[src/rtl/tcc_regs_pkg.sv]
/*
 * tcc_regs_pkg: register indices, field positions, reset values and
 * decode constants for the timing core configuration register bank.
 * assumes: one register per index on a flat 8-bit index space, data
 * up to 16 bits wide, with narrower registers held in the low bits.
 */
package tcc_regs_pkg;

    // register port widths
    localparam int ADDR_W = 8;
    localparam int DATA_W = 16;

    // register indices on the internal register port
    localparam logic [7:0] ADDR_REF_DIV = 8'h00; // converter_ref_divider_ctrl
    localparam logic [7:0] ADDR_FB_MOD = 8'h01; // converter_feedback_modulator_ctrl
    localparam logic [7:0] ADDR_FB_INT = 8'h02; // converter_feedback_integer
    localparam logic [7:0] ADDR_FB_FRAC = 8'h03; // converter_feedback_fraction
    localparam logic [7:0] ADDR_DAC_BASE = 8'h04; // converter_dac_baseline
    localparam logic [7:0] ADDR_SYS_DIV = 8'h05; // system_clock_divide_integer
    localparam logic [7:0] ADDR_BIAS_STS = 8'h06; // bias_calibration_status

    // reference divider field
    localparam int REF_DIV_LSB = 0;
    localparam int REF_DIV_W = 3;
    localparam logic [2:0] REF_DIV_RST = 3'h1;

    // reference divider codes
    localparam logic [2:0] REF_CODE_BYPASS = 3'h0;
    localparam logic [2:0] REF_CODE_DIV2 = 3'h1;
    localparam logic [2:0] REF_CODE_DIV4 = 3'h2;
    localparam logic [2:0] REF_CODE_DIV8 = 3'h3;
    localparam logic [2:0] REF_CODE_DIV16 = 3'h4;

    // feedback modulator fields
    localparam int FB_EN_BIT = 7;
    localparam int FB_ORDER_LSB = 0;
    localparam int FB_ORDER_W = 2;
    localparam logic FB_EN_RST = 1'b1;
    localparam logic [1:0] FB_ORDER_RST = 2'h1;

    // modulator order codes
    localparam logic [1:0] ORDER_INTEGER = 2'h0;
    localparam logic [1:0] ORDER_FIRST = 2'h1;
    localparam logic [1:0] ORDER_SECOND = 2'h2;
    localparam logic [1:0] ORDER_RESERVED = 2'h3;

    // feedback divider values
    localparam logic [7:0] FB_INT_RST = 8'h23;
    localparam logic [15:0] FB_FRAC_RST = 16'h2800;

    // dac baseline field
    localparam int DAC_BASE_LSB = 0;
    localparam int DAC_BASE_W = 5;
    localparam logic [4:0] DAC_BASE_RST = 5'h04;
    localparam int DAC_CODE_W = 6;

    // system clock divide field
    localparam int SYS_DIV_LSB = 0;
    localparam int SYS_DIV_W = 5;
    localparam logic [4:0] SYS_DIV_RST = 5'h0c;

    // bias status field positions
    localparam int BIAS_DONE_BIT = 0;
    localparam int BIAS_FAIL_BIT = 1;
    localparam int BIAS_SEL_LSB = 2;
    localparam int BIAS_EFF_LSB = 5;
    localparam int BIAS_RAW_BIT = 8;
    localparam int BIAS_SET_W = 3;

endpackage

[src/rtl/tcc_config_regs.sv]
/*
 * tcc_config_regs: configuration and status register bank for the
 * converter loop, the system clock divider and the bias calibration.
 * assumes: a serial port front end drives the simple register port on
 * mclk; analog-side status inputs are synchronous to mclk.
 */
//
// Behaviour
// - reference code 0..4: bypass, 2, 4, 8, 16
// - modulator off means integer-only feedback division
// - order codes: integer, first, second; 3 reserved
// - feedback integer is 8 bits, resets 0x23
// - feedback fraction 16 bits, resets 0x2800
// - dac code is baseline plus dynamic 0..16
// - done bit reads 0 running, 1 complete
// - fail bit: 0 success, 1 failure, when done
// - selected bias setting, valid once done
// - applied bias setting, valid once done
// - status bit 8 shows raw comparator output
`timescale 1ns/1ps
`default_nettype none

module tcc_config_regs (
    // clock and reset
    input wire logic mclk,
    input wire logic rst_n,
    // register port from the serial front end
    input wire logic reg_wr_en,
    input wire logic reg_rd_en,
    input wire logic [7:0] reg_addr,
    input wire logic [15:0] reg_wdata,
    output logic [15:0] reg_rdata,
    output logic reg_rvalid,
    // dac modulator dynamic term
    input wire logic [4:0] dac_dynamic,
    // bias calibration results
    input wire logic bias_cal_done_in,
    input wire logic bias_cal_fail_in,
    input wire logic [2:0] bias_cal_sel_in,
    input wire logic [2:0] bias_cal_eff_in,
    input wire logic bias_cal_cmp_in,
    // converter loop settings
    output logic [4:0] ref_divide_ratio,
    output logic multi_modulus_divider_active,
    output logic [1:0] feedback_modulator_order,
    output logic [7:0] feedback_integer_value,
    output logic [15:0] feedback_fraction_value,
    output logic [5:0] dac_code,
    // system clock divider setting
    output logic [4:0] sys_divide_integer
);

    // stored fields, one per register field
    logic [2:0] ref_code_r; // reference divider code
    logic fb_en_r; // feedback modulator enable
    logic [1:0] fb_order_r; // feedback modulator order
    logic [7:0] fb_int_r; // feedback integer
    logic [15:0] fb_frac_r; // feedback fraction
    logic [4:0] dac_base_r; // dac baseline
    logic [4:0] sys_div_r; // system divide integer

    // output registers for the settings
    logic [4:0] ref_ratio_r;
    logic mmd_active_r;
    logic [1:0] order_out_r;
    logic [7:0] int_out_r;
    logic [15:0] frac_out_r;
    logic [5:0] dac_code_r;
    logic [4:0] sys_div_out_r;

    // read path registers
    logic [15:0] rdata_r;
    logic [15:0] rdata_nxt;
    logic rvalid_r;

    // decoded settings, combinational
    logic [4:0] ref_ratio_nxt;
    logic mmd_active_nxt;
    logic [1:0] order_nxt;
    logic [15:0] frac_nxt;
    logic [5:0] dac_code_nxt;

    // bias status word as software sees it
    logic [15:0] bias_status;

    // write decode strobes
    logic wr_ref;
    logic wr_fb_mod;
    logic wr_fb_int;
    logic wr_fb_frac;
    logic wr_dac;
    logic wr_sys;

    // address decode for writes; status index takes no write
    always_comb begin
        wr_ref = reg_wr_en && (reg_addr == tcc_regs_pkg::ADDR_REF_DIV);
        wr_fb_mod = reg_wr_en && (reg_addr == tcc_regs_pkg::ADDR_FB_MOD);
        wr_fb_int = reg_wr_en && (reg_addr == tcc_regs_pkg::ADDR_FB_INT);
        wr_fb_frac = reg_wr_en && (reg_addr == tcc_regs_pkg::ADDR_FB_FRAC);
        wr_dac = reg_wr_en && (reg_addr == tcc_regs_pkg::ADDR_DAC_BASE);
        wr_sys = reg_wr_en && (reg_addr == tcc_regs_pkg::ADDR_SYS_DIV);
    end

    // reference divider field; upper bits are never stored
    always_ff @(posedge mclk) begin
        if (!rst_n) begin
            ref_code_r <= tcc_regs_pkg::REF_DIV_RST;
        end else if (wr_ref) begin
            ref_code_r <= reg_wdata[tcc_regs_pkg::REF_DIV_LSB +: tcc_regs_pkg::REF_DIV_W];
        end
    end

    // modulator enable and order
    always_ff @(posedge mclk) begin
        if (!rst_n) begin
            fb_en_r <= tcc_regs_pkg::FB_EN_RST;
            fb_order_r <= tcc_regs_pkg::FB_ORDER_RST;
        end else if (wr_fb_mod) begin
            fb_en_r <= reg_wdata[tcc_regs_pkg::FB_EN_BIT];
            // reserved order code is refused, the old order stays
            if (reg_wdata[tcc_regs_pkg::FB_ORDER_LSB +: tcc_regs_pkg::FB_ORDER_W]
                    != tcc_regs_pkg::ORDER_RESERVED) begin
                fb_order_r <= reg_wdata[tcc_regs_pkg::FB_ORDER_LSB +:
                                        tcc_regs_pkg::FB_ORDER_W];
            end
        end
    end

    // feedback integer value
    always_ff @(posedge mclk) begin
        if (!rst_n) begin
            fb_int_r <= tcc_regs_pkg::FB_INT_RST;
        end else if (wr_fb_int) begin
            fb_int_r <= reg_wdata[7:0];
        end
    end

    // feedback fraction value, weight two to the minus sixteen per lsb
    always_ff @(posedge mclk) begin
        if (!rst_n) begin
            fb_frac_r <= tcc_regs_pkg::FB_FRAC_RST;
        end else if (wr_fb_frac) begin
            fb_frac_r <= reg_wdata;
        end
    end

    // dac baseline; codes above 0x10 are stored as written
    always_ff @(posedge mclk) begin
        if (!rst_n) begin
            dac_base_r <= tcc_regs_pkg::DAC_BASE_RST;
        end else if (wr_dac) begin
            dac_base_r <= reg_wdata[tcc_regs_pkg::DAC_BASE_LSB +:
                                    tcc_regs_pkg::DAC_BASE_W];
        end
    end

    // system clock divide integer; range is left to software
    always_ff @(posedge mclk) begin
        if (!rst_n) begin
            sys_div_r <= tcc_regs_pkg::SYS_DIV_RST;
        end else if (wr_sys) begin
            sys_div_r <= reg_wdata[tcc_regs_pkg::SYS_DIV_LSB +:
                                   tcc_regs_pkg::SYS_DIV_W];
        end
    end

    // field decode into analog settings
    tcc_setting_decode i_tcc_setting_decode (
        .ref_code(ref_code_r),
        .feedback_modulator_enable(fb_en_r),
        .feedback_modulator_order(fb_order_r),
        .feedback_fraction_value(fb_frac_r),
        .dac_baseline(dac_base_r),
        .dac_dynamic(dac_dynamic),
        .ref_divide_ratio(ref_ratio_nxt),
        .multi_modulus_divider_active(mmd_active_nxt),
        .modulator_order_eff(order_nxt),
        .fraction_eff(frac_nxt),
        .dac_code(dac_code_nxt)
    );

    // reference divide ratio setting, registered so the output leaves a flip-flop
    always_ff @(posedge mclk) begin
        if (!rst_n) begin
            ref_ratio_r <= 5'h02;
        end else begin
            ref_ratio_r <= ref_ratio_nxt;
        end
    end

    // modulator enable, order and fraction move together, so the loop
    // never sees an order or fraction from a different enable state
    always_ff @(posedge mclk) begin
        if (!rst_n) begin
            mmd_active_r <= tcc_regs_pkg::FB_EN_RST;
            order_out_r <= tcc_regs_pkg::FB_ORDER_RST;
            frac_out_r <= tcc_regs_pkg::FB_FRAC_RST;
        end else begin
            mmd_active_r <= mmd_active_nxt;
            order_out_r <= order_nxt;
            frac_out_r <= frac_nxt;
        end
    end

    // feedback integer setting
    always_ff @(posedge mclk) begin
        if (!rst_n) begin
            int_out_r <= tcc_regs_pkg::FB_INT_RST;
        end else begin
            int_out_r <= fb_int_r;
        end
    end

    // dac input code; follows the dynamic term one cycle late
    always_ff @(posedge mclk) begin
        if (!rst_n) begin
            dac_code_r <= 6'h04;
        end else begin
            dac_code_r <= dac_code_nxt;
        end
    end

    // system divide setting, passed on as stored
    always_ff @(posedge mclk) begin
        if (!rst_n) begin
            sys_div_out_r <= tcc_regs_pkg::SYS_DIV_RST;
        end else begin
            sys_div_out_r <= sys_div_r;
        end
    end

    // status word; calibration results are masked until done
    always_comb begin
        bias_status = 16'h0000;
        bias_status[tcc_regs_pkg::BIAS_DONE_BIT] = bias_cal_done_in;
        bias_status[tcc_regs_pkg::BIAS_FAIL_BIT] =
            bias_cal_done_in & bias_cal_fail_in;
        bias_status[tcc_regs_pkg::BIAS_SEL_LSB +: tcc_regs_pkg::BIAS_SET_W] =
            bias_cal_done_in ? bias_cal_sel_in : 3'h0;
        bias_status[tcc_regs_pkg::BIAS_EFF_LSB +: tcc_regs_pkg::BIAS_SET_W] =
            bias_cal_done_in ? bias_cal_eff_in : 3'h0;
        bias_status[tcc_regs_pkg::BIAS_RAW_BIT] = bias_cal_cmp_in;
    end

    // read mux; unmapped indices and reserved bits read zero
    always_comb begin
        rdata_nxt = 16'h0000;
        case (reg_addr)
            tcc_regs_pkg::ADDR_REF_DIV: begin
                rdata_nxt[tcc_regs_pkg::REF_DIV_LSB +: tcc_regs_pkg::REF_DIV_W] =
                    ref_code_r;
            end
            tcc_regs_pkg::ADDR_FB_MOD: begin
                rdata_nxt[tcc_regs_pkg::FB_EN_BIT] = fb_en_r;
                rdata_nxt[tcc_regs_pkg::FB_ORDER_LSB +: tcc_regs_pkg::FB_ORDER_W] =
                    fb_order_r;
            end
            tcc_regs_pkg::ADDR_FB_INT: begin
                rdata_nxt[7:0] = fb_int_r;
            end
            tcc_regs_pkg::ADDR_FB_FRAC: begin
                rdata_nxt = fb_frac_r;
            end
            tcc_regs_pkg::ADDR_DAC_BASE: begin
                rdata_nxt[tcc_regs_pkg::DAC_BASE_LSB +: tcc_regs_pkg::DAC_BASE_W] =
                    dac_base_r;
            end
            tcc_regs_pkg::ADDR_SYS_DIV: begin
                rdata_nxt[tcc_regs_pkg::SYS_DIV_LSB +: tcc_regs_pkg::SYS_DIV_W] =
                    sys_div_r;
            end
            tcc_regs_pkg::ADDR_BIAS_STS: begin
                rdata_nxt = bias_status;
            end
            default: begin
                rdata_nxt = 16'h0000;
            end
        endcase
    end

    // read data captured on the read strobe, held until the next read
    always_ff @(posedge mclk) begin
        if (!rst_n) begin
            rdata_r <= 16'h0000;
        end else if (reg_rd_en) begin
            rdata_r <= rdata_nxt;
        end
    end

    // one-cycle pulse marking valid read data
    always_ff @(posedge mclk) begin
        if (!rst_n) begin
            rvalid_r <= 1'b0;
        end else begin
            rvalid_r <= reg_rd_en;
        end
    end

    // port outputs from the registers above
    assign reg_rdata = rdata_r;
    assign reg_rvalid = rvalid_r;
    assign ref_divide_ratio = ref_ratio_r;
    assign multi_modulus_divider_active = mmd_active_r;
    assign feedback_modulator_order = order_out_r;
    assign feedback_integer_value = int_out_r;
    assign feedback_fraction_value = frac_out_r;
    assign dac_code = dac_code_r;
    assign sys_divide_integer = sys_div_out_r;

endmodule

`default_nettype wire

[src/rtl/tcc_setting_decode.sv]
/*
 * tcc_setting_decode: turns the stored register fields into the
 * settings that the analog converter loop consumes.
 * assumes: inputs come straight from registers; outputs are
 * combinational and are registered by the instantiating module.
 */
`timescale 1ns/1ps
`default_nettype none

module tcc_setting_decode (
    // stored fields
    input wire logic [2:0] ref_code,
    input wire logic feedback_modulator_enable,
    input wire logic [1:0] feedback_modulator_order,
    input wire logic [15:0] feedback_fraction_value,
    input wire logic [4:0] dac_baseline,
    // dynamic value from the dac modulator, 0 to 16
    input wire logic [4:0] dac_dynamic,
    // decoded settings
    output logic [4:0] ref_divide_ratio,
    output logic multi_modulus_divider_active,
    output logic [1:0] modulator_order_eff,
    output logic [15:0] fraction_eff,
    output logic [5:0] dac_code
);

    // reference divide ratio; unassigned codes fall back to bypass
    always_comb begin
        case (ref_code)
            tcc_regs_pkg::REF_CODE_BYPASS: ref_divide_ratio = 5'h01;
            tcc_regs_pkg::REF_CODE_DIV2: ref_divide_ratio = 5'h02;
            tcc_regs_pkg::REF_CODE_DIV4: ref_divide_ratio = 5'h04;
            tcc_regs_pkg::REF_CODE_DIV8: ref_divide_ratio = 5'h08;
            tcc_regs_pkg::REF_CODE_DIV16: ref_divide_ratio = 5'h10;
            default: ref_divide_ratio = 5'h01;
        endcase
    end

    // with the modulator off the divider runs on the integer alone
    always_comb begin
        multi_modulus_divider_active = feedback_modulator_enable;
        if (feedback_modulator_enable) begin
            modulator_order_eff = feedback_modulator_order;
            fraction_eff = feedback_fraction_value;
        end else begin
            modulator_order_eff = tcc_regs_pkg::ORDER_INTEGER;
            fraction_eff = 16'h0000;
        end
    end

    // dac input is baseline plus dynamic term, one bit wider to hold 32
    always_comb begin
        dac_code = {1'b0, dac_baseline} + {1'b0, dac_dynamic};
    end

endmodule

`default_nettype wire

[config.mk]
export PLATFORM = sky130hd
export DESIGN_NAME = tcc_config_regs
export DESIGN_NICKNAME = d
export VERILOG_FILES = /design/src/rtl/tcc_regs_pkg.sv /design/src/rtl/tcc_config_regs.sv /design/src/rtl/tcc_setting_decode.sv
export SDC_FILE = /design/constraint.sdc
export NUM_CORES = 1
export LEC_CHECK = 0
export ABC_AREA = 1
export BUFFER_PORTS_ARGS = -buffer_cell sky130_fd_sc_hd__buf_2
export CELL_PAD_IN_SITES_DETAIL_PLACEMENT = 1
export CELL_PAD_IN_SITES_GLOBAL_PLACEMENT = 2
export CORE_ASPECT_RATIO = 1.25
export CORE_MARGIN = 2
export CORE_UTILIZATION = 29
export CTS_CLUSTER_DIAMETER = 60
export DETAILED_ROUTE_END_ITERATION = 6
export GPL_ROUTABILITY_DRIVEN = 1
export PLACE_DENSITY = 0.82
export SLEW_MARGIN = 10
export SYNTH_ARGS = -nofsm -noshare
export SYNTH_HDL_FRONTEND = slang
export SYNTH_SLANG_ARGS = --single-unit
[constraint.sdc]
create_clock -name mclk -period 1.55 [get_ports mclk]
set_input_delay 0.0775 -clock mclk [delete_from_list [all_inputs] [get_ports mclk]]
set_output_delay 0.0775 -clock mclk [all_outputs]
set_load 0.02 [all_outputs]
* Yosys cells after proc, flatten, opt, wreduce, memory -nomap -nowiden *
Index checks and enable logic that the tools add are counted.

storage, ports and cells
  output and inout port bits = 60
  word-level logic and storage cells = 51
  input port bits = 42
  register bits after elaboration = 100

operators by class
  equality and inequality tests = 11
  $add $sub $neg = 1
  muxes and demuxes = 11
  bitwise logic cells = 1
  reductions and logical operators = 9

operator list
  kind                  count
  $eq A8 B3 Y1 const B  3
  $pmux W5 S4           1
  $eq A8 B2 Y1 const B  2
  $pmux W8 S2           1
  $mux W14              1
  $pmux W2 S7           1
  $pmux W2 S5           1
  $eq A8 B1 Y1 const B  1
  $logic_not A8 Y1      1
  $add A5 B5 Y6         1
  $eq A3 B2 Y1 const B  2
  $logic_and A1 B1 Y1   6
  $mux W3               2
  $pmux W1 S6           1
  $pmux W2 S3           1
  $pmux W1 S4           1
  $reduce_and A2 Y1     2
  $eq A3 B1 Y1 const B  1
  $eq A3 B3 Y1 const B  1
  $ne A2 B2 Y1 const B  1
  $and A1 B1 Y1         1
  $mux W1               1

* Depth between registers and ports, before layout *
Gate-level depths: netlist (run 1).

  word-level depth = 3
  depth in mapped cells = 10
  mapped depth without buffers = 9

* Modules after synthesis *
A second synthesis (run 1) with hierarchy kept.

unflattened totals
  cell total of the unflattened synthesis = 542
  area total of the unflattened synthesis = 4162.7 µm²

modules (own cells, without submodules)
  module              cells an instance  area an instance (µm²)  seq. area each (µm²)  times used
  tcc_config_regs     464                3763.6                  2001.9                1
  tcc_setting_decode  78                 399.1                   0.0                   1

* Worst setup path before layout (run 1) *
OpenSTA, ideal clock, no wires.

  path type = register -> register
  from = reg dac_base_r[0]
  to = reg dac_code_r[4], in the netlist dac_code[4]
  setup time = 0.070 ns
  clock period less this slack = 1.365 ns
  cell stages (with the launch flop) = 7
  arrival = 1.295 ns
  path slack = 0.185 ns
  buffers on the path = 0
  data required time = 1.480 ns
  cells stage by stage = dfxtp_1 > ha_1 > inv_1 > fa_1 > o211ai_1 > o21ai_0 > a21oi_1

between the ends
  cells in the longest elaborated chain, start to end = 1

RTL lines
  element                 line                      text
  start, declared         tcc_config_regs.sv:59     logic [4:0] dac_base_r;
  start signal, assigned  tcc_config_regs.sv:150    dac_base_r <= tcc_regs_pkg::DAC_BASE_RST;
  start signal, assigned  tcc_config_regs.sv:152    dac_base_r <= reg_wdata[tcc_regs_pkg::DAC_BASE_LSB +:
  $add A5 B5 Y6           tcc_setting_decode.sv:53  dac_code = {1'b0, dac_baseline} + {1'b0, dac_dynamic};
  end signal, assigned    tcc_config_regs.sv:219    dac_code_r <= dac_code_nxt;
  end, declared           tcc_config_regs.sv:68     logic [5:0] dac_code_r;

No other way between the ends.
A chain may end at the register's enable or synchronous reset.

* Worst setup path after layout (run 1) *
Same ends and word-level chain as after synthesis.

==> results of run 1 <==
[metal layers]
layer	global-route usage [%]	part of all wire (%)	wire (um)	vias up
li1	-	-	-	1735
met1	19.5	44	4870	1604
met2	29.8	51	5700	59
met3	3.36	3.4	383	15
met4	6.29	2.1	231	0
met5	0	0	0	-
[placed cells by master, fill, tap and decap left out, types with 8 or more instances in the layout]
cell       Yosys  routed
a21oi_1       41      41
buf_2          1     101
clkbuf_16      0       9
dfxtp_1      100      99
inv_1         56      56
nand2_1       92      92
nand3_1       19      19
nor2_1        48      48
o211ai_1       8       8
o21ai_0       41      41
[synthesized netlist by cell type, types with 4 or more instances]
master / instances / area share, %
dfxtp_1: 100 / 53
nand2_1: 92 / 9.1
inv_1: 56 / 5.5
nor2_1: 48 / 4.8
o211ai_1: 8 / 1.6
o21ai_0: 41 / 5.4
buf_6: 4 / 1.2
o21ai_1: 7 / 0.92
nor3_1: 7 / 0.92
clkbuf_1: 10 / 0.99
nand3_1: 19 / 2.5
a21oi_1: 41 / 5.4
ha_1: 5 / 1.7
[final cells by class]
cell class              count  area share (%)
inverters                  62            4.95
clock buffers              11            4.80
well taps                 168            4.33
clock inverters             5            1.75
repair buffers            114            12.8
multi-input cells         293            30.1
flip-flops and latches    100            41.3
[worst max path at each step]
stage / from / to / cells after the start
finish: dac_base_r[0] / dac_code[4] / 6
global route: dac_base_r[0] / dac_code[4] / 6
CTS: dac_base_r[0] / dac_code[4] / 6
detailed placement: dac_base_r[0] / dac_code[4] / 6
global placement: dac_base_r[0] / dac_code[4] / 6
floorplan: dac_base_r[0] / dac_code[4] / 6
[kinds of logic after synthesis]
logic type               share of synthesized area, %
buffers and inverters                            8.84
AND/OR/NAND/NOR                                  20.3
adder cells (fa/ha/maj)                          2.18
AO/OA/AOI/OAI                                    15.6
flip-flops                                       52.8
XOR/XNOR                                        0.231
[report_power, final]
part	leakage [nW]	internal (mW)	switching, mW
registers	0.811	2.60	0.0136
logic	1.33	0.113	0.210
clock network	0.156	1.43	1.01
total	2.30	4.14	1.24
[worst register-to-register path: stages, from the launching register on]
cell and delay (ns):
dfxtp_2 0.35, ha_2 0.19, inv_1 0.06, fa_2 0.35, o211ai_1 0.22, o21ai_0 0.10, a21oi_1 0.11
[what timing repair did]
action,CTS,global route
pin swaps,1,1
hold endpoints to repair,7,0
setup endpoints to repair,1,1
hold buffers,7,0
setup buffers,0,0
gates resized for setup,0,3
[registers in the layout, indices dropped and copies added (netlist names), 3 cells and up]
register / flops
ref_divide_ratio: 5
sys_divide_integer: 5
ref_code_r: 3
fb_frac_r: 16
feedback_fraction_value: 16
sys_div_r: 5
reg_rdata: 16
dac_base_r: 5
fb_int_r: 8
dac_code: 6
feedback_integer_value: 8
[through the flow]
step	hold WS [ns]	cell area [um^2]	setup WS, ns
global route	0.00635	4850	0.0469
floorplan	0.204	3790	0.185
finish	0.00907	4850	0.0944
global placement	0.298	4460	0.120
detailed placement	0.306	4460	0.0296
CTS	0.00480	4840	0.0131
==> reports/metrics.yaml, run 1 <==
io_pins: 102
clock.fmax_mhz: 687
crit_family: "adder cells"
num_antenna_cells: 0
synth_seq_cells: 100
antenna_found_initial: 0
grt-ovfl-total: 0
setup_violations: 0
hpwl_um: 8460
layout-drive-gt1-share_pct: 25.0
r2r-start: "dac_base_r[0]"
syn-cell-area_mm2: 0.00379
maxSlewHeadroom_pct: 61.6
cp-start-kind: "flip-flop"
ant_nets: 0
h-tree-depth: 3
cts_tree: "yes"
grt_use_total_pct: 16.7
fin_crit_sh_pct: 93.9
wirelength_um: 11200
clock_latency_ns: 0.35
synth.distinct_cells: 34
die_area_mm2: 0.0140
cp_slowest_stage_delay_ns: 0.35
maxCapViolCount: 0
drt_first_iter_violations: 88
crit_buf_inv: 1
min_from: "reg_wdata[14]"
power_mw: 5.38
whs_path_depth: 3
io_buffers: 101
die_w_um: 106
wl_per_cell_um: 14.8
clk_pin_slew_ns: 0.07
drc: 0
synth_ff_type: "dfxtp_1"
root_buffer: "clkbuf_16"
synthArstFlopShare_pct: 0
rsz0062_at_grt: "no"
path_cells: "ha_2, inv_1, fa_2, o211ai_1, o21ai_0, a21oi_1"
hold-path-endpoint: "fb_frac_r[14]"
cp_data_required_time_ns: 1.83
initial_core_util_pct: 29.8
routabilityCongestion: 0.771
hold_class: "primary input to flip-flop"
syn_inst: 472
cp.arrival_ns: 1.74
placedCellCount: 730
cts_buffers: 9
final_hold_viol_count: 0
fin_cells: 753
critPathSlowestCell: "dfxtp_2"
synth-edff-count: 0
die_h_um: 132
clock_skew_ns: 0.00940
grt_pass1_wl_um: 18300
grt_max_degree: 31
critPathMaxFanout: 3
critical_path.endpoint_type: "flip-flop"
vias_per_cell: 4.53
post-route-util_pct: 38.1
syn_nets: 520
filler_cell_count: 1571
timing.rr.end: "dac_code[4]"
synth_seq_area_share_pct: 52.8
avgSynthCellArea_um2: 8.03
criticalPathCategory: "flip-flop to flip-flop"
clock_sinks: 100
rows: 46
leakagePower_nw: 2.30
status: "completed"
nets: 628
fin_setup_tns_ns: 0
register_area_mm2: 0.00200
r2r_slack_ns: 0.09
period_needed_ns: 1.46
clk_path_buf_depth: 2
core_mm2: 0.0127
dr.pass1.iters: 4
area_delta_synth_final_pct: 28.0
grt_pass1_vias: 3684
multiInputGateArea_mm2: 0.00146
power-per-cell-area_mw_per_mm2: 1110
drv_slew: 0
num_vias: 3413
ys_warn_count: 0
peakVddDrop_uv: 528
worst_slew_pin_slew_ns: 0.575
r2r_cells: 6
Note: power is estimated with default switching activity, not from simulation.
==> run 2: changes to the inputs <==
--- a/config.mk
+++ b/config.mk
@@ -16,6 +16,7 @@
 export DETAILED_ROUTE_END_ITERATION = 6
 export GPL_ROUTABILITY_DRIVEN = 1
 export PLACE_DENSITY = 0.82
+export SETUP_SLACK_MARGIN = 0.3
 export SLEW_MARGIN = 10
 export SYNTH_ARGS = -nofsm -noshare
 export SYNTH_HDL_FRONTEND = slang
==> reports/metrics.yaml, run 2 (synthesized netlist as in run 1, its figures left out) <==
hold-path-endpoint: "fb_frac_r[14]"  # unchanged
cts_tree: "yes"  # unchanged
most-common-layout-cells: "101 x buf_2, 96 x dfxtp_1, 92 x nand2_1"  # was 101 x buf_2, 99 x dfxtp_1, 92 x nand2_1
vias_per_cell: 4.57  # was 4.53
io_buffers: 101  # unchanged
critPathSlowestCell: "dfxtp_2"  # unchanged
maxSlewHeadroom_pct: 62.4  # was 61.6%
dr.pass1.iters: 4  # unchanged
cp_data_required_time_ns: 1.83  # about the same
fin_crit_sh_pct: 85.4  # was 93.9%
ant_nets: 0  # unchanged
clock_latency_ns: 0.35  # about the same
cp-start-kind: "flip-flop"  # unchanged
layout-drive-gt1-share_pct: 26.6  # was 25.0%
grt-ovfl-total: 0  # unchanged
path_cells: "ha_4, inv_2, fa_2, o211ai_1, o21ai_1, a21oi_1"  # was ha_2, inv_1, fa_2, o211ai_1, o21ai_0, a21oi_1
clk_pin_slew_ns: 0.07  # about the same
routabilityCongestion: 0.839  # was 0.771
clock_skew_ns: 0.00844  # was 0.00940 ns
setup_violations: 0  # unchanged
antenna_found_initial: 0  # unchanged
drc: 0  # unchanged
die_h_um: 132  # unchanged
worst_slew_pin_slew_ns: 0.562  # was 0.575 ns
die_w_um: 106  # unchanged
leakagePower_nw: 2.30  # about the same
drt_first_iter_violations: 79  # was 88
wirelength_um: 11300  # was 11200 um
fin_setup_tns_ns: 0  # unchanged
status: "completed"  # unchanged
area_delta_synth_final_pct: 29.0  # was 28.0%
power-per-cell-area_mw_per_mm2: 1070  # was 1110 mW/mm^2
peakVddDrop_uv: 468  # was 528 uV
grt_pass1_wl_um: 18500  # was 18300 um
r2r_slack_ns: 0.23  # was 0.09 ns
h-tree-depth: 3  # unchanged
num_antenna_cells: 0  # unchanged
rsz0062_at_grt: "yes"  # was no
cts_buffers: 9  # unchanged
cp_slowest_stage_delay_ns: 0.35  # about the same
grt_pass1_vias: 3661  # was 3684
clk_path_buf_depth: 2  # unchanged
critPathMaxFanout: 2  # was 3
die_area_mm2: 0.0140  # unchanged
nets: 630  # was 628
hpwl_um: 8410  # was 8460 um
r2r_cells: 6  # unchanged
grt_use_total_pct: 16.7  # about the same
timing.rr.end: "dac_code[4]"  # unchanged
root_buffer: "clkbuf_16"  # unchanged
initial_core_util_pct: 29.8  # unchanged
clock.fmax_mhz: 755  # was 687 MHz
clock_sinks: 100  # unchanged
whs_path_depth: 3  # unchanged
cp.arrival_ns: 1.61  # was 1.74 ns
io_pins: 102  # unchanged
criticalPathCategory: "flip-flop to flip-flop"  # unchanged
power_mw: 5.22  # was 5.38 mW
hold_class: "primary input to flip-flop"  # unchanged
post-route-util_pct: 38.4  # was 38.1%
num_vias: 3448  # was 3413
final_common_cell: "buf_2"  # unchanged
rows: 46  # unchanged
critical_path.endpoint_type: "flip-flop"  # unchanged
r2r-start: "dac_base_r[0]"  # unchanged
maxCapViolCount: 0  # unchanged
core_mm2: 0.0127  # unchanged
wl_per_cell_um: 14.9  # was 14.8 um
drv_slew: 0  # unchanged
min_from: "reg_wdata[14]"  # unchanged
grt_max_degree: 29  # was 31
period_needed_ns: 1.32  # was 1.46 ns
final_hold_viol_count: 0  # unchanged
==> run 2: worst max path at each step <==
| stage | slack (ns) | depth (start not counted) | startpoint | endpoint |
|---|---|---|---|---|
| 2_1_floorplan | 0.26 | 6 | dac_base_r[0] | dac_code[4] |
| 3_3_place_gp | 0.17 | 10 | reg_addr[3] | reg_rdata[5] |
| 3_5_place_dp | 0.13 | 9 | reg_addr[5] | fb_int_r[7] |
| 4_1_cts | 0.17 | 6 | dac_base_r[0] | dac_code[4] |
| 5_1_grt | 0.08 | 6 | dac_base_r[0] | dac_code[4] |
| 6_report | 0.23 | 6 | dac_base_r[0] | dac_code[4] |
==> run 2: layout make-up <==
type                       instances  area (um^2)
tap                              168          210
sequential                       100         2010
multi-input combinational        293         1490
inverter                          62          243
clock inverter                     7         76.3
fill                            1568         7830
timing repair buffer             116          638
clock buffer                       9          225
==> run 2: per-layer routing <==
metal	global-route usage, %	vias to the layer above	share of wire, %	wire length (um)
li1	-	1737	-	-
met1	21.0	1619	44	4930
met2	28.6	77	50	5650
met3	3.31	15	4.2	470
met4	5.48	0	1.8	203
met5	0	-	0	0
==> run 2: what timing repair did <==
action / in CTS / in global routing
hold buffers: 8 / 0
resized for setup: 6 / 3
setup buffers: 2 / 0
pin swaps: 4 / 3
setup endpoints to repair: 5 / 7
hold endpoints to repair: 8 / 0
==> run 2: per-stage QoR <==
| step | instances | worst slack (ns) | hold WS (ns) | instance area [um^2] |
|---|---|---|---|---|
| after floorplan | 472 | 0.262 | 0.204 | 3800 |
| after global placement | 729 | 0.170 | 0.308 | 4460 |
| after detailed placement | 729 | 0.131 | 0.318 | 4460 |
| after CTS | 755 | 0.169 | 0.00501 | 4880 |
| after global routing | 755 | 0.0841 | 0.0279 | 4890 |
| final | 755 | 0.226 | 0.0179 | 4890 |
==> run 2: report_power, final <==
part           internal (mW)  switching (mW)  leakage [nW]  total, mW
clock network           1.26            1.01         0.142       2.27
logic                  0.119           0.219          1.35      0.338
registers               2.60          0.0130         0.811       2.61
==> run 2: worst max-delay path: cells and delay by family, from the launching register on <==
kind                     cells  cell delay [ns]
adder cells (fa/ha/maj)      2             0.46
flip-flops                   1             0.35
AO/OA/AOI/OAI                3             0.41
buffers and inverters        1             0.04
==> run 3: changes to the inputs <==
--- a/config.mk
+++ b/config.mk
@@ -9,7 +9,7 @@
 export BUFFER_PORTS_ARGS = -buffer_cell sky130_fd_sc_hd__buf_2
 export CELL_PAD_IN_SITES_DETAIL_PLACEMENT = 1
 export CELL_PAD_IN_SITES_GLOBAL_PLACEMENT = 2
-export CORE_ASPECT_RATIO = 1.25
+export CORE_ASPECT_RATIO = 2
 export CORE_MARGIN = 2
 export CORE_UTILIZATION = 29
 export CTS_CLUSTER_DIAMETER = 60
==> reports/metrics.yaml, run 3 (synthesized netlist as in run 1, its figures left out) <==
met3_usage_pct: 2.64  # was 3.31%
worst_slew_pin_slew_ns: 0.640  # was 0.562 ns
clock_sinks: 100  # unchanged
routabilityCongestion: 0.792  # was 0.839
final_hold_viol_count: 0  # unchanged
r2r_slack_ns: 0.17  # was 0.23 ns
root_buffer: "clkbuf_16"  # unchanged
rows: 59  # was 46
rsz0062_at_grt: "yes"  # unchanged
io_buffers: 101  # unchanged
h-tree-depth: 3  # unchanged
clock_latency_ns: 0.35  # about the same
critPathMaxFanout: 2  # unchanged
setup_violations: 0  # unchanged
clk_pin_slew_ns: 0.07  # about the same
clk_path_buf_depth: 2  # unchanged
grt_pass1_vias: 3744  # was 3661
antenna_found_initial: 0  # unchanged
die_h_um: 166  # was 132 um
power-per-cell-area_mw_per_mm2: 1120  # was 1070 mW/mm^2
cts_buffers: 9  # unchanged
criticalPathCategory: "flip-flop to flip-flop"  # unchanged
r2r-start: "dac_base_r[0]"  # unchanged
maxSlewHeadroom_pct: 57.2  # was 62.4%
critical_path.endpoint_type: "flip-flop"  # unchanged
power_mw: 5.45  # was 5.22 mW
grt_pass1_wl_um: 18500  # about the same
drv_slew: 0  # unchanged
most-common-layout-cells: "101 x buf_2, 98 x dfxtp_1, 91 x nand2_1"  # was 101 x buf_2, 96 x dfxtp_1, 92 x nand2_1
use_met1_pct: 17.2  # was 21.0%
filler_cell_count: 1603  # was 1568
drt_first_iter_violations: 132  # was 79
cp-start-kind: "flip-flop"  # unchanged
clock.fmax_mhz: 725  # was 755 MHz
layout-drive-gt1-share_pct: 26.3  # was 26.6%
final_common_cell: "buf_2"  # unchanged
area_delta_synth_final_pct: 29.0  # about the same
dr.pass1.iters: 4  # unchanged
fin_crit_sh_pct: 89.0  # was 85.4%
drc: 0  # unchanged
hpwl_um: 8830  # was 8410 um
die_w_um: 84.9  # was 106 um
cts_tree: "yes"  # unchanged
crit_start: "dac_base_r[0]"  # unchanged
grt-ovfl-total: 0  # unchanged
initial_core_util_pct: 29.3  # was 29.8%
min_from: "reg_wdata[9]"  # was reg_wdata[14]
fin_setup_tns_ns: 0  # unchanged
status: "completed"  # unchanged
wirelength_um: 11700  # was 11300 um
grt_max_degree: 46  # was 29
num_vias: 3475  # was 3448
nets: 629  # was 630
peakVddDrop_uv: 691  # was 468 uV
grt_use_total_pct: 16.9  # was 16.7%
die_area_mm2: 0.0141  # was 0.0140 mm^2
wl_per_cell_um: 15.8  # was 14.9 um
leakagePower_nw: 2.32  # was 2.30 nW
core_mm2: 0.0129  # was 0.0127 mm^2
period_needed_ns: 1.38  # was 1.32 ns
clock_skew_ns: 0.00720  # was 0.00844 ns
maxCapViolCount: 0  # unchanged
io_pins: 102  # unchanged
ant_nets: 0  # unchanged
num_antenna_cells: 0  # unchanged
cp_data_required_time_ns: 1.83  # about the same
vias_per_cell: 4.71  # was 4.57
grt.busiest_layer: "met2"  # unchanged
hold_class: "primary input to flip-flop"  # unchanged
cp.arrival_ns: 1.66  # was 1.61 ns
grtUsageMet2_pct: 32.9  # was 28.6%
run 3: final timing paths:
kind / end / depth (start not counted)
worst max-delay path: dac_code[4] / 6
worst min-delay path: fb_frac_r[9] / 3
worst max register to register: dac_code[4] / 6
worst min register to register: sys_divide_integer[4] / 2
run 3: power breakdown:
group          switching, mW  internal (mW)
sequential            0.0131           2.60
combinational          0.218          0.116
clock                   1.03           1.48
run 3: critical path, stage by stage, from the launching register on:
cell	delay, ns
dfxtp_2	0.35
ha_4	0.14
inv_2	0.03
fa_2	0.35
o211ai_1	0.23
o21ai_1	0.10
a21oi_1	0.12
run 3: per-layer routing:
metal  part of all wire, %  up-vias
met3                   3.4       16
met2                    57       72
met1                    37     1664
met5                     0        -
li1                      -     1723
met4                   2.6        0
run 3: repair_timing:
action,in CTS,in global routing
setup buffers,2,0
pin swaps,4,3
hold buffers,7,0
resized for setup,3,3
hold endpoints to repair,7,0
cloned,0,0
setup endpoints to repair,5,6
run 3: area by class of cell:
type | count | area, um^2 | area share (%)
Sequential cell | 100 | 2000 | 41.0
Clock buffer | 10 | 239 | 4.89
Tap cell | 152 | 190 | 3.89
Timing Repair Buffer | 115 | 641 | 13.1
Inverter | 62 | 240 | 4.91
Multi-Input combinational cell | 293 | 1480 | 30.3
Clock inverter | 6 | 95.1 | 1.94
run 3: per-stage QoR:
step / hold slack [ns] / instances / cell area, um^2 / utilization [%] / worst slack [ns]
after floorplan: 0.204 / 472 / 3800 / - / 0.262
after global placement: 0.312 / 713 / 4450 / 34.4 / 0.138
after detailed placement: 0.316 / 713 / 4450 / 34.4 / 0.0999
after CTS: 0.00215 / 738 / 4880 / 37.8 / 0.104
after global routing: 0.0205 / 738 / 4890 / 37.9 / 0.0852
final: 0.00909 / 738 / 4890 / 37.9 / 0.170
